==> config.mk <==
export PLATFORM = sky130hd
export DESIGN_NAME = psc_protect
export DESIGN_NICKNAME = d
export VERILOG_FILES = /design/src/psc_pkg.sv /design/src/psc_sync.sv /design/src/psc_freq_sel.sv /design/src/psc_protect.sv
export SDC_FILE = /design/constraint.sdc
export NUM_CORES = 1
export LEC_CHECK = 0
export BUFFER_PORTS_ARGS = -buffer_cell sky130_fd_sc_hd__buf_2
export CAP_MARGIN = 20
export CORE_MARGIN = 2
export CORE_UTILIZATION = 35
export CTS_CLUSTER_DIAMETER = 150
export DETAILED_ROUTE_END_ITERATION = 8
export SYNTH_ARGS = -nofsm -noshare
export SYNTH_HDL_FRONTEND = slang
export SYNTH_SLANG_ARGS = --single-unit
==> constraint.sdc <==
create_clock -name clock -period 3.2 [get_ports clock]
set_clock_uncertainty 0.05 [all_clocks]
set_input_delay 0.64 -clock clock [delete_from_list [all_inputs] [get_ports clock]]
set_output_delay 0.64 -clock clock [all_outputs]
set_load 0.02 [all_outputs]
==> src/psc_pkg.sv <==
`default_nettype none
package psc_pkg;

   // Clock period of the supervisory logic, 25 MHz.
   localparam int CLK_NS = 40;

   // Default timing figures in nanoseconds; the top module exposes them as parameters.
   localparam int OC_RESP_DELAY_NS = 80;
   localparam int DISC_WINDOW_NS = 40;
   localparam int SC_RESET_HOLD_NS = 20000;

   // Positive-going switch command frequency threshold, in kHz.
   localparam int FREQ_THRESH_KHZ = 1000;
   localparam int NS_PER_KHZ_PERIOD = 1000000;

   // Consecutive fast command cycles needed before the high converter limit is taken.
   localparam int FAST_CYCLES_NEEDED = 5;

   // Width of the timing counters.
   localparam int CNT_W = 16;

   // Synchroniser lane positions.
   localparam int LN_CMD = 0;
   localparam int LN_OC = 1;
   localparam int LN_SC = 2;
   localparam int LN_BB_START = 3;
   localparam int LN_PK_LOW = 4;
   localparam int LN_PK_HIGH = 5;
   localparam int LN_IND_ZERO = 6;
   localparam int LN_COUNT = 7;

   typedef enum logic [2:0]
   {
      PSC_IDLE = 3'h0,
      PSC_ARMED = 3'h1,
      PSC_OC_WAIT = 3'h3,
      PSC_OC_TRIP = 3'h2,
      PSC_SHORT = 3'h6
   } psc_prot_e;

   typedef enum logic [1:0]
   {
      PSC_BB_IDLE = 2'h0,
      PSC_BB_ENERGIZE = 2'h1,
      PSC_BB_RELEASE = 2'h3
   } psc_bb_e;

   // Gate driver commands.
   typedef struct packed
   {
      logic gate_on;
      logic soft_off;
   } psc_drive_s;

   // Fault report pins, both active low.
   typedef struct packed
   {
      logic overcurrent_flag_n;
      logic fault_n;
   } psc_report_s;

   // Least time rounded up to whole cycles, never below one.
   function automatic int cyc_ceil(input int ns);
      int c;
      c = (ns + CLK_NS - 1) / CLK_NS;
      return (c < 1) ? 1 : c;
   endfunction : cyc_ceil

   // Longest time rounded down to whole cycles, never below one.
   function automatic int cyc_floor(input int ns);
      int c;
      c = ns / CLK_NS;
      return (c < 1) ? 1 : c;
   endfunction : cyc_floor

endpackage : psc_pkg
`default_nettype wire

==> src/psc_sync.sv <==
`timescale 1ns/1ps
`default_nettype none
module psc_sync #(
   parameter int W = 1
) (
   input wire logic clock, // System clock.
   input wire logic rstn, // Asynchronous reset, active low.
   input wire logic [W-1:0] async_in, // Levels from outside the clock domain.
   output logic [W-1:0] sync_out // Levels after two flip-flops.
);

   logic [W-1:0] meta_r;
   logic [W-1:0] meta_nxt;
   logic [W-1:0] sync_nxt;

   always_comb
   begin
      meta_nxt = async_in;
      sync_nxt = meta_r;
   end

   always_ff @(posedge clock or negedge rstn)
   begin
      if (!rstn)
      begin
         meta_r <= '0;
         sync_out <= '0;
      end
      else
      begin
         meta_r <= meta_nxt;
         sync_out <= sync_nxt;
      end
   end

endmodule : psc_sync
`default_nettype wire

==> src/psc_freq_sel.sv <==
`timescale 1ns/1ps
`default_nettype none
module psc_freq_sel #(
   parameter int CNT_W = psc_pkg::CNT_W,
   parameter int THRESH_KHZ = psc_pkg::FREQ_THRESH_KHZ,
   parameter int NEEDED = psc_pkg::FAST_CYCLES_NEEDED
) (
   input wire logic clock, // System clock.
   input wire logic rstn, // Asynchronous reset, active low.
   input wire logic cmd_rise, // One-cycle pulse on each switch command rising edge.
   output logic high_sel // Sticky selection of the high converter peak limit.
);

   // A period of at most this many cycles counts as above the threshold frequency.
   localparam logic [CNT_W-1:0] PERIOD_CYC =
      CNT_W'(psc_pkg::cyc_floor(psc_pkg::NS_PER_KHZ_PERIOD / THRESH_KHZ));
   localparam logic [CNT_W-1:0] CNT_MAX = '1;
   localparam logic [3:0] STREAK_DONE = 4'(NEEDED);

   logic [CNT_W-1:0] period_r, period_nxt;
   logic [3:0] streak_r, streak_nxt;
   logic seen_r, seen_nxt;
   logic high_nxt;

   always_comb
   begin
      period_nxt = (period_r == CNT_MAX) ? period_r : period_r + 1'b1;
      streak_nxt = streak_r;
      seen_nxt = seen_r;
      high_nxt = high_sel;
      if (cmd_rise)
      begin
         period_nxt = '0;
         seen_nxt = 1'b1;
         if (seen_r && (period_r < PERIOD_CYC))
         begin
            streak_nxt = streak_r + 4'h1; // [RQ10]
            if (streak_r + 4'h1 >= STREAK_DONE)
               high_nxt = 1'b1; // [RQ12]
         end
         else
            streak_nxt = 4'h0; // [RQ12]
      end
   end

   // Nothing but reset clears the high selection. [RQ13]
   always_ff @(posedge clock or negedge rstn)
   begin
      if (!rstn)
      begin
         period_r <= '0;
         streak_r <= 4'h0;
         seen_r <= 1'b0;
         high_sel <= 1'b0; // [RQ11]
      end
      else
      begin
         period_r <= period_nxt;
         streak_r <= streak_nxt;
         seen_r <= seen_nxt;
         high_sel <= high_nxt;
      end
   end

endmodule : psc_freq_sel
`default_nettype wire

==> src/psc_protect.sv <==
// Notes on behaviour
// [RQ1] Overcurrent turns switch off and lowers flag after the response delay.
// [RQ2] Switch command going low clears overcurrent flag and shutoff.
// [RQ3] After overcurrent clears, the next command rising edge turns the switch on.
// [RQ4] Overcurrent detection is delayed by a window and raced against short detection.
// [RQ5] Delayed overcurrent arriving first means plain overcurrent, cycle by cycle.
// [RQ6] Short detection arriving first means a short-circuit fault.
// [RQ7] A short-circuit fault turns the switch off with reduced drive strength.
// [RQ8] Short fault latches off until command held low long enough, or power loss.
// [RQ9] Converter inductor energizes from cycle start until active peak limit reached.
// [RQ10] Converter limit chosen by comparing command frequency with a fixed threshold.
// [RQ11] Converter starts with the low peak limit after power-up.
// [RQ12] High limit only after five consecutive command cycles above threshold.
// [RQ13] High limit, once chosen, stays until power is removed.
// [RQ14] Overcurrent flag goes low for overcurrent and short faults, high otherwise.
// [RQ15] Fault output low during short fault until latch reset, high on overcurrent.
// [RQ16] Response delay, window and reset hold time are parameters.
`timescale 1ns/1ps
`default_nettype none
module psc_protect #(
   parameter int OC_RESP_DELAY_NS = psc_pkg::OC_RESP_DELAY_NS, // [RQ16]
   parameter int DISC_WINDOW_NS = psc_pkg::DISC_WINDOW_NS, // [RQ16]
   parameter int SC_RESET_HOLD_NS = psc_pkg::SC_RESET_HOLD_NS, // [RQ16]
   parameter int FREQ_THRESH_KHZ = psc_pkg::FREQ_THRESH_KHZ,
   parameter int CNT_W = psc_pkg::CNT_W
) (
   input wire logic clock, // System clock, 25 MHz.
   input wire logic rstn, // Asynchronous reset, active low; bias power good.
   input wire logic switch_cmd, // Switch command from the controller, high means on.
   input wire logic oc_detect, // Drain current above the overcurrent limit.
   input wire logic sc_detect, // Drain current above the higher short threshold.
   input wire logic bb_start, // Converter controller requests a new current pulse.
   input wire logic peak_low_hit, // Inductor current reached the low peak limit.
   input wire logic peak_high_hit, // Inductor current reached the high peak limit.
   input wire logic ind_zero, // Inductor current has fallen to zero.
   output var psc_pkg::psc_drive_s drive, // Gate on and reduced-strength turn-off command.
   output var psc_pkg::psc_report_s report, // Active-low overcurrent and fault pins.
   output logic bb_energize, // Converter switch on, inductor energizing.
   output logic peak_high_sel // High converter peak limit selected.
);

   localparam logic [CNT_W-1:0] RESP_CYC = CNT_W'(psc_pkg::cyc_ceil(OC_RESP_DELAY_NS));
   localparam logic [CNT_W-1:0] WINDOW_CYC = CNT_W'(psc_pkg::cyc_ceil(DISC_WINDOW_NS));
   localparam logic [CNT_W-1:0] HOLD_CYC = CNT_W'(psc_pkg::cyc_ceil(SC_RESET_HOLD_NS));
   localparam logic [CNT_W-1:0] CNT_MAX = '1;

   logic [psc_pkg::LN_COUNT-1:0] pins_raw;
   logic [psc_pkg::LN_COUNT-1:0] pins;
   logic cmd, oc, sc;
   logic cmd_d_r, cmd_d_nxt;
   logic cmd_rise;
   logic high_sel;

   assign pins_raw = {ind_zero, peak_high_hit, peak_low_hit, bb_start, sc_detect, oc_detect, switch_cmd};

   // Every comparator and the command come from outside the clock domain.
   psc_sync #(
      .W(psc_pkg::LN_COUNT)
   ) u_sync (
      .clock(clock),
      .rstn(rstn),
      .async_in(pins_raw),
      .sync_out(pins)
   );

   assign cmd = pins[psc_pkg::LN_CMD];
   assign oc = pins[psc_pkg::LN_OC];
   assign sc = pins[psc_pkg::LN_SC];
   assign cmd_rise = cmd && !cmd_d_r;

   psc_freq_sel #(
      .CNT_W(CNT_W),
      .THRESH_KHZ(FREQ_THRESH_KHZ),
      .NEEDED(psc_pkg::FAST_CYCLES_NEEDED)
   ) u_freq (
      .clock(clock),
      .rstn(rstn),
      .cmd_rise(cmd_rise),
      .high_sel(high_sel)
   );

   // Protection state.
   psc_pkg::psc_prot_e st_r, st_nxt;
   logic [CNT_W-1:0] cnt_r, cnt_nxt;
   psc_pkg::psc_drive_s drive_nxt;
   psc_pkg::psc_report_s report_nxt;

   function automatic logic [CNT_W-1:0] sat_inc(input logic [CNT_W-1:0] v);
      return (v == CNT_MAX) ? v : v + 1'b1;
   endfunction : sat_inc

   always_comb
   begin
      st_nxt = st_r;
      cnt_nxt = sat_inc(cnt_r);
      cmd_d_nxt = cmd;
      unique case (st_r)
         psc_pkg::PSC_IDLE:
         begin
            cnt_nxt = '0;
            if (sc)
               st_nxt = psc_pkg::PSC_SHORT; // [RQ6]
            else if (oc)
               st_nxt = psc_pkg::PSC_ARMED; // [RQ4]
         end
         psc_pkg::PSC_ARMED:
         begin
            // Race: the short comparator wins unless the delayed overcurrent matured first.
            if (sc)
            begin
               st_nxt = psc_pkg::PSC_SHORT; // [RQ6]
               cnt_nxt = '0;
            end
            else if (!oc || !cmd)
               st_nxt = psc_pkg::PSC_IDLE;
            else if (cnt_r + 1'b1 >= WINDOW_CYC)
               st_nxt = psc_pkg::PSC_OC_WAIT; // [RQ4] [RQ5]
         end
         psc_pkg::PSC_OC_WAIT:
         begin
            if (!cmd)
               st_nxt = psc_pkg::PSC_IDLE; // [RQ2]
            else if (cnt_r + 1'b1 >= RESP_CYC)
               st_nxt = psc_pkg::PSC_OC_TRIP; // [RQ1]
         end
         psc_pkg::PSC_OC_TRIP:
         begin
            // Not latched: the command's low phase ends the trip.
            if (!cmd)
               st_nxt = psc_pkg::PSC_IDLE; // [RQ2]
         end
         psc_pkg::PSC_SHORT:
         begin
            // Any high command restarts the hold, so a glitchy command cannot clear it.
            if (cmd)
               cnt_nxt = '0; // [RQ8]
            else if (cnt_r + 1'b1 >= HOLD_CYC)
               st_nxt = psc_pkg::PSC_IDLE; // [RQ8]
         end
         default:
         begin
            st_nxt = psc_pkg::PSC_SHORT;
            cnt_nxt = '0;
         end
      endcase

      // Gate follows the command except while tripped or latched. [RQ3]
      drive_nxt.gate_on = cmd && (st_nxt != psc_pkg::PSC_OC_TRIP) && (st_nxt != psc_pkg::PSC_SHORT);
      drive_nxt.soft_off = (st_nxt == psc_pkg::PSC_SHORT); // [RQ7]
      report_nxt.overcurrent_flag_n =
         !((st_nxt == psc_pkg::PSC_OC_TRIP) || (st_nxt == psc_pkg::PSC_SHORT)); // [RQ1] [RQ14]
      report_nxt.fault_n = (st_nxt != psc_pkg::PSC_SHORT); // [RQ15]
   end

   always_ff @(posedge clock or negedge rstn)
   begin
      if (!rstn)
      begin
         st_r <= psc_pkg::PSC_IDLE;
         cnt_r <= '0;
         cmd_d_r <= 1'b0;
         drive <= '0;
         report <= '1;
      end
      else
      begin
         st_r <= st_nxt;
         cnt_r <= cnt_nxt;
         cmd_d_r <= cmd_d_nxt;
         drive <= drive_nxt;
         report <= report_nxt;
      end
   end

   // Negative-rail converter pulse control.
   psc_pkg::psc_bb_e bb_r, bb_nxt;
   logic bb_energize_nxt;
   logic peak_hit;

   // The active limit comparator ends the energizing phase. [RQ9]
   assign peak_hit = high_sel ? pins[psc_pkg::LN_PK_HIGH] : pins[psc_pkg::LN_PK_LOW];

   always_comb
   begin
      bb_nxt = bb_r;
      unique case (bb_r)
         psc_pkg::PSC_BB_IDLE:
            if (pins[psc_pkg::LN_BB_START])
               bb_nxt = psc_pkg::PSC_BB_ENERGIZE; // [RQ9]
         psc_pkg::PSC_BB_ENERGIZE:
            if (peak_hit)
               bb_nxt = psc_pkg::PSC_BB_RELEASE; // [RQ9]
         psc_pkg::PSC_BB_RELEASE:
            // Wait for zero current so the converter stays discontinuous.
            if (pins[psc_pkg::LN_IND_ZERO])
               bb_nxt = psc_pkg::PSC_BB_IDLE;
         default:
            bb_nxt = psc_pkg::PSC_BB_IDLE;
      endcase
      bb_energize_nxt = (bb_nxt == psc_pkg::PSC_BB_ENERGIZE);
   end

   always_ff @(posedge clock or negedge rstn)
   begin
      if (!rstn)
      begin
         bb_r <= psc_pkg::PSC_BB_IDLE;
         bb_energize <= 1'b0;
         peak_high_sel <= 1'b0; // [RQ11]
      end
      else
      begin
         bb_r <= bb_nxt;
         bb_energize <= bb_energize_nxt;
         peak_high_sel <= high_sel; // [RQ13]
      end
   end

endmodule : psc_protect
`default_nettype wire

# == Word level (Yosys, flattened, before mapping) ==
# Index checks and enable logic that the tools add are counted.
# op_classes
n_reduce_logical,14
add_sub_neg,3
eq_ne,14
magnitude_cmp,5
div_mod_pow,0
bitwise_logic,0
mux,23
shift,0
mul,0
# ops
operator,count
16-bit 2-to-1 mux,5
16-bit case mux with 3 select lines,1
"16-bit by 1-bit adder with 16-bit output, second input constant",2
"16-bit equality test, second input constant",2
3-bit 2-to-1 mux,10
"16-bit by 1-bit greater-or-equal comparator with 1-bit output, second input constant",1
"16-bit by 2-bit greater-or-equal comparator with 1-bit output, second input constant",1
"16-bit by 9-bit greater-or-equal comparator with 1-bit output, second input constant",1
"16-bit by 5-bit < comparator with 1-bit output, second input constant",1
3-bit case mux with 5 select lines,1
"3-bit by 2-bit equality test with 1-bit output, second input constant",3
"3-bit equality test, second input constant",2
2-bit 2-to-1 mux,3
2-bit case mux with 3 select lines,1
"4-bit by 1-bit adder with 4-bit output, second input constant",1
"2-bit by 1-bit equality test with 1-bit output, second input constant",2
"4-bit by 3-bit greater-or-equal comparator with 1-bit output, second input constant",1
1-bit logical AND,4
1-bit zero test,4
4-bit 2-to-1 mux,1
"3-bit by 1-bit equality test with 1-bit output, second input constant",1
3-bit zero test,1
"3-bit by 2-bit != test with 1-bit output, second input constant",1
"3-bit != test, second input constant",1
other kinds (7),8
# word_totals
romBits,0
n_memories,0
in_bits,9
latch_bits,0
regBits,64
wordCells,75
ram_bits,0

# == Longest topological paths before layout ==
# Gate-level depths: netlist of run 1.
# logic_depth
word_depth,9
depth_mapped,8
mapped_depth_nobuf,7

# == Cells and area by module ==
# From an unflattened synthesis of run 1, not the netlist that was laid out.
# hier_totals
hier_cells,334
area_unflattened_um2,3394.5
# modules_own_cells
mod,area_each_um2,seq_area_each_um2,n_inst,cells_per_inst
psc_protect,1786.7,703.2,1,187
psc_freq_sel,1257.5,550.5,1,133
psc_sync,350.3,350.3,1,14

# == Least setup slack after synthesis of run 1 ==
# No wires, ideal clock.
# synth_path
path_type,register to register
startpoint,register cnt_r[0]
endpoint,register st_r[1]
required_ns,3.031
path_stages_with_launch,9
path_slack_ns,1.031
t_arrival_ns,2.000
setup_time_ns,0.119
synth_period_minus_slack_ns,2.169
path_cell_list,dfrtp_1 -> ha_1 -> buf_2 -> nand4_1 -> nor3_2 -> mux2i_1 -> nor4b_4 -> nand4_1 -> and2_1
# synth_via
elab_chain_cells,6
elab_cells_between_ends,12
# synth_lines
item,line_no,source
"start, declared",psc_protect.sv:84,"logic [CNT_W-1:0] cnt_r, cnt_nxt;"
"start signal, assigned",psc_protect.sv:168,cnt_r <= cnt_nxt;
16-bit by 1-bit adder with 16-bit output *,"psc_protect.sv:116, psc_protect.sv:123, psc_protect.sv:137",
16-bit by 1-bit greater-or-equal comparator with 1-bit output,psc_protect.sv:116,else if (cnt_r + 1'b1 >= WINDOW_CYC)
3-bit 2-to-1 mux,psc_protect.sv:116,
3-bit 2-to-1 mux,psc_protect.sv:114,else if (!oc || !cmd)
3-bit 2-to-1 mux,psc_protect.sv:109,if (sc)
3-bit case mux with 5 select lines *,psc_protect.sv:97,unique case (st_r)
net st_nxt[1],psc_protect.sv:83,"psc_pkg::psc_prot_e st_r, st_nxt;"
"end signal, assigned",psc_protect.sv:159,st_r <= psc_pkg::PSC_IDLE;
"end signal, assigned",psc_protect.sv:167,st_r <= st_nxt;
"end, declared",psc_protect.sv:83,
# The timed path passes the listed nets; every way through them passes the cells marked *.
# A chain may end at the register's enable or synchronous reset.

==> results.cfg, run 1 <==
[routing]
ant_nets = 0
vias = 2328
drtPass1Iterations = 4
routed_wl_um = 5872
drt_iter0_drc = 81
wl_per_cell_um = 13.26
drc = 0
vias_per_cell = 5.255

[synth]
synth_warnings = 0
syn_inst = 315
syn_area_um2 = 3194
avgSynthCellArea_um2 = 10.14
ys_ff_latch = 64
seq_area_frac_synth = 0.5022
synthArstFlopShare = 1.000
ys_types = 50
synth_edf_count = 0
syn_nets = 332
synth_top_flop_cell = dfrtp_1

[critical_path]
slowest_stage = dfrtp_1
cp.buffers_inverters = 0
critical_path.max_fanout = 9
cp.depth = 7
rr_worst_depth = 7
cp.required_ns = 3.39
setup.worst_path.end_class = register
worstPathCellList = ha_1 -> nand4_1 -> nor3_2 -> mux2i_1 -> nor4b_4 -> nand4_1 -> a31oi_1
crit_top_cell = nand4_1
start_kind = register
cp.arrival_ns = 2.84
slowest_delay_ns = 0.52
critical_path_class = reg2reg
path_delay_family = simple AND/OR/NAND/NOR gates

[timing]
max_slew_margin = 0.6671
hold_viol = 0
period_share = 0.8265
tightestPinTransition_ns = 0.4949
min_period_ns = 2.645
setup_tns_ns = 0
clock.fmax_ghz = 0.3781
setup_viol = 0
whs_ns = 0.07009
rsz0062_at_grt = no
maxSlewViolCount = 0

[cells_and_area]
n_antenna_cell = 0
drive_above_1_share = 0.1343
layout.cells.most_common = dfrtp_1
final_cell_mix = 62 x dfrtp_1, 36 x nor2_1, 21 x a21oi_1
nNetsFinal = 347
area_growth_pct = 11.71
post-route-util = 0.4052

[min_path]
holdCritPathClass = in2async

[clocking]
cts-root-buf = clkbuf_8
clk_latency_ns = 0.34
h-tree-depth = 3
ctsHoldBuffers = 0
cts_buffers = 9
cts_sinks = 64
cts_resized = 0
cts_tree = built
clk_path_buf_depth = 2
cts.clk_slew.worst_paths_ns = 0.07
cts_setup_buffers = 0

[placed_design]
hpwl_um = 4025
portBuffers = 14
gp_congestion = 0.9329

[die]
start_util = 0.3627
die_y_um = 99.54
fp.dieW_um = 99.54
die_area_um2 = 9907
pin_count = 15
core-area_um2 = 8806
rows = 34

[grt]
grt_pass1_vias = 2201
antenna_found_initial = 0
grt_start_max_net_pins = 60
grt_pass1_wl_um = 10320
grtUsageTotal = 0.1297
grt.overflow.total = 0

[job]
timing.max_cap.violations = 0

[pwr]
power_density_nw_per_um2 = 569.6
vdd_drop_max_mv = 0.2716
pwr-share-seq = 0.496
p_leak_nw = 1.538
comb_power_share = 0.164
internal_power_mw = 1.410
p_switching_mw = 0.6224
pwr-share-clk = 0.340
swShare = 0.3062

[outcome]
outcome = completed
## logic make-up after synthesis
group / Yosys count / share of synthesized area
multiplexers: 6 / 0.01919
adder cells (fa/ha/maj): 8 / 0.03134
AO/OA/AOI/OAI: 55 / 0.1120
buffers and inverters: 29 / 0.03956
flip-flops: 64 / 0.5022
XOR/XNOR: 25 / 0.06855
AND/OR/NAND/NOR: 128 / 0.2272
## synthesized netlist by cell type, types with 3 or more instances
master / count / area, µm²
dfrtp_1: 62 / 1551
nor2_1: 36 / 135.1
a21oi_1: 21 / 105.1
nand2_1: 19 / 71.32
inv_1: 15 / 56.30
xnor2_1: 15 / 131.4
nand3_1: 11 / 55.05
nor3_1: 11 / 55.05
nand4_1: 10 / 62.56
xor2_1: 10 / 87.58
ha_1: 8 / 100.1
nor4_1: 7 / 43.79
clkbuf_1: 6 / 22.52
o21ai_0: 6 / 30.03
a211oi_1: 5 / 37.54
mux2i_1: 5 / 50.05
a31oi_1: 4 / 25.02
and2_1: 4 / 25.02
and3_1: 4 / 25.02
nand2b_1: 4 / 25.02
nor2b_1: 4 / 25.02
o21a_1: 4 / 30.03
and4_1: 3 / 26.28
buf_2: 3 / 15.01
buf_4: 3 / 22.52
o2111ai_1: 3 / 26.28
## power by group through the flow
stage | logic (mW) | clock network, mW | registers, mW
5_1_grt | 0.383 | 0.754 | 1.03
6_report | 0.334 | 0.690 | 1.01
2_1_floorplan | 0.236 | 0 | 1.02
3_5_place_dp | 0.342 | 0 | 1.02
4_1_cts | 0.341 | 0.713 | 1.01
3_3_place_gp | 0.338 | 0 | 1.02
## area by class of cell
| type | count | area (µm²) |
|---|---|---|
| repair buffers | 18 | 112.6 |
| well taps | 108 | 135.1 |
| multi-input cells | 222 | 1464 |
| clock inverters | 6 | 68.82 |
| flip-flops and latches | 64 | 1604 |
| inverters | 15 | 56.30 |
| fillers | 857 | 5238 |
| clock buffers | 10 | 127.6 |
## per-layer routing
metal,GRT usage,wire [µm],vias to the layer above
li1,-,-,1147
met1,0.1784,2897,1111
met2,0.1918,2639,62
met3,0.02952,254,8
met4,0.06533,80,0
met5,0,0,-
## registers in the layout, summed over array words and instances, names as in the netlist
| signal | count |
|---|---|
| bb_r | 2 |
| u_freq.high_sel | 1 |
| u_freq.period_r | 16 |
| report | 2 |
| u_freq.seen_r | 1 |
| peak_high_sel | 1 |
| u_freq.streak_r | 4 |
| drive | 2 |
| st_r | 3 |
| cnt_r | 16 |
| u_sync.sync_out | 7 |
| cmd_d_r | 1 |
| u_sync.meta_r | 7 |
| bb_energize | 1 |
## metrics by stage
step	cell area, µm²	cells	power, mW	worst slack (ns)
after CTS	3568	443	2.064	0.5820
after floorplan	3194	315	1.257	1.031
after detailed placement	3372	427	1.365	0.6055
after global placement	3372	427	1.358	0.7663
final	3568	443	2.033	0.5551
after global routing	3568	443	2.164	0.3147
## path summary, 6_finish.rpt
path                                           end              from  slack [ns]
worst max-delay path                      drive[1]          cnt_r[0]        0.56
worst min-delay path                     cnt_r[14]              rstn        0.07
worst max register to register            drive[1]          cnt_r[0]        0.56
worst min register to register  u_sync.sync_out[5]  u_sync.meta_r[5]        0.30
max in group asynchronous                report[0]              rstn        2.44
min in group clock              u_sync.sync_out[5]  u_sync.meta_r[5]        0.30
Power figures use the tool's default switching activity.
==> run 2, diff against run 1 <==
Settings changed: ABC_AREA set to 1.
Clock period 3.2 ns to 2.65 ns, I/O delays scaled along.
==> run 2 against run 1 <==
Via count is 11% higher. Clock-buffer cell count is 1 lower. Flip-flop and latch count stayed put. Critical path type unchanged. Critical path depth is 7 higher. Largest cell class unchanged. Non-clock buffer count stayed put. Largest power group unchanged. Sequential share of layout area is 1.3 points lower. Cell count is 22% higher. Die area is 0.41% higher. Synthesized cell count is 27% higher. Total power is 37% higher.
==> results.cfg, run 2 <==
[outcome]
outcome = completed

[routing]
drc = 0
drt_iter0_drc = 118
dr_wl_met2_um = 2991
vias = 2595
wl_met3_um = 198
routed_wl_um = 6332
wl_per_cell_um = 11.75
routed.top_layer = met4
drt-met1-wl_um = 3093
vias_per_cell = 4.814
drtPass1Iterations = 4
ant_nets = 0

[clocking]
cts_resized = 0
cts-root-buf = clkbuf_8
h-tree-depth = 3
cts.clk_slew.worst_paths_ns = 0.07
cts_buffers = 9
cts_sinks = 64
clk_path_buf_depth = 2
cts_tree = built
clk_latency_ns = 0.34
cts_setup_buffers = 0
ctsHoldBuffers = 0

[grt]
grt_pass1_wl_um = 11670
grt_pass1_vias = 2620
antenna_found_initial = 0
grt.overflow.total = 0
grtUsageTotal = 0.1456
grt_start_max_net_pins = 36

[critical_path]
worstPathCellList = ha_1 -> nand2_1 -> nor2_4 -> nand2_1 -> nand2_1 -> nand2_1 -> nand3_1 -> inv_1 -> nand3_1 -> nand2_1 -> nand2_1 -> nand2_1 -> nor2_2 -> inv_1
path_delay_family = simple AND/OR/NAND/NOR gates
cp.depth = 14
cp.required_ns = 2.82
crit_top_cell = nand2_1
cp.buffers_inverters = 2
r2r-start = cnt_r[0]
slowest_delay_ns = 0.44
worstReg2RegEnd = drive[0]
rr_worst_depth = 14
setup.worst_path.end_class = register
critical_path_class = reg2reg
reg2reg_slack_ns = 0.56
slowest_stage = dfrtp_1
critical_path.max_fanout = 7
cp.arrival_ns = 2.26
start_kind = register
crit_start = cnt_r[0]
crit_path_end = drive[0]

[cells_and_area]
final_cell_mix = 94 x nand2_1, 66 x inv_1, 62 x dfrtp_1
area_growth_pct = 14.51
nFillCells = 877
reg_top3 = cnt_r x16, u_freq.period_r x16
post-route-util = 0.4172
final_cells = 539
final_area_um2 = 3674
drive_above_1_share = 0.1160
nNetsFinal = 443
layout.cells.most_common = nand2_1
n_antenna_cell = 0

[synth]
syn_nets = 416
avgSynthCellArea_um2 = 8.040
synth_top_flop_cell = dfrtp_1
netlist_top_cells_area = dfrtp_1 48%, nand2_1 11%, inv_1 7.7%
synthArstFlopShare = 1.000
synth_top_area_share = 0.4836
syn_inst = 399
synth.most_common_cell = nand2_1
synth_edf_count = 0
ys_types = 36
syn_area_um2 = 3208
seq_area_frac_synth = 0.5000
ys_ff_latch = 64
yosys.area.top_type = dfrtp_1
synth_warnings = 0
synth_common_cells = 94 x nand2_1, 66 x inv_1, 62 x dfrtp_1

[timing]
clock.fmax_ghz = 0.4794
worst_slack_ns = 0.5642
hold_viol = 0
max_slew_margin = 0.5288
rsz0062_at_grt = no
period_share = 0.7871
setup_viol = 0
min_period_ns = 2.086
whs_ns = 0.1905
setup_tns_ns = 0
maxSlewViolCount = 0
tightestPinTransition_ns = 0.7068

[job]
timing.max_cap.violations = 0

[pwr]
pwr-share-clk = 0.340
comb_power_share = 0.218
power_density_nw_per_um2 = 757.8
swShare = 0.3238
p_switching_mw = 0.9013
p_total_mw = 2.784
internal_power_mw = 1.882
vdd_drop_max_mv = 0.4207
pwr-share-seq = 0.442
p_leak_nw = 1.809

[die]
pin_count = 15
die_y_um = 99.74
start_util = 0.3643
fp.dieW_um = 99.74
core-area_um2 = 8806
rows = 34
die_area_um2 = 9948

[placed_design]
dp_cells = 523
hpwl_um = 4678
placed_cell_area_um2 = 3447
portBuffers = 14
gp_congestion = 0.8571
pre_cts_slack_ns = 0.6011

[min_path]
holdCritPathClass = in2async
==> run 2: changes by cell type in the layout (fill, tap and decap cells not counted), sizes merged, moves of 6 or more <==
cell,change
nand3,+14
nand2,+78
nor3,-6
xnor2,-13
o21ai,+13
nor2,+14
xor2,-8
inv,+52
==> run 2: cell type report <==
type / instances / area [µm²] / area share
tap: 108 / 135.1 / 0.03678
clock buffer: 9 / 123.9 / 0.03372
inverter: 67 / 251.5 / 0.06846
sequential: 64 / 1604 / 0.4366
multi-input combinational: 266 / 1344 / 0.3658
timing repair buffer: 18 / 112.6 / 0.03065
clock inverter: 7 / 102.6 / 0.02793
==> run 2: worst min-delay path by stage <==
stage | start | depth (start not counted) | endpoint | slack (ns)
3_5_place_dp | u_sync.meta_r[0] | 0 | u_sync.sync_out[0] | 0.28
5_1_grt | peak_low_hit | 1 | u_sync.meta_r[4] | 0.20
3_3_place_gp | u_sync.meta_r[4] | 0 | u_sync.sync_out[4] | 0.28
2_1_floorplan | rstn | 0 | bb_energize | 0.18
4_1_cts | rstn | 1 | cnt_r[12] | 0.21
6_report | rstn | 1 | cnt_r[12] | 0.19
==> run 2: cells by family after synthesis <==
logic type               synth area share
buffers and inverters             0.08112
AO/OA/AOI/OAI                      0.1026
XOR/XNOR                          0.01092
adder cells (fa/ha/maj)           0.03120
flip-flops                         0.5000
AND/OR/NAND/NOR                    0.2742
==> run 2: worst register-to-register path: cells and delay by family, from the launching register on <==
| family | cells | cell delay (ns) |
|---|---|---|
| simple gates | 11 | 1.16 |
| flops | 1 | 0.44 |
| fa+ha+maj | 1 | 0.22 |
| buf+inv | 2 | 0.12 |
==> run 2: power by group through the flow <==
| stage | sequential (mW) | combinational [mW] | clock, mW |
|---|---|---|---|
| floorplan | 1.28 | 0.381 | 0 |
| global placement | 1.25 | 0.606 | 0 |
| detailed placement | 1.25 | 0.612 | 0 |
| CTS | 1.23 | 0.618 | 0.984 |
| global route | 1.25 | 0.703 | 1.03 |
| finish | 1.23 | 0.606 | 0.947 |
==> run 2: per-layer routing <==
layer	vias to the layer above	GRT usage
li1	1351	-
met1	1203	0.1895
met2	35	0.2375
met3	6	0.04427
met4	0	0.03793
met5	-	0
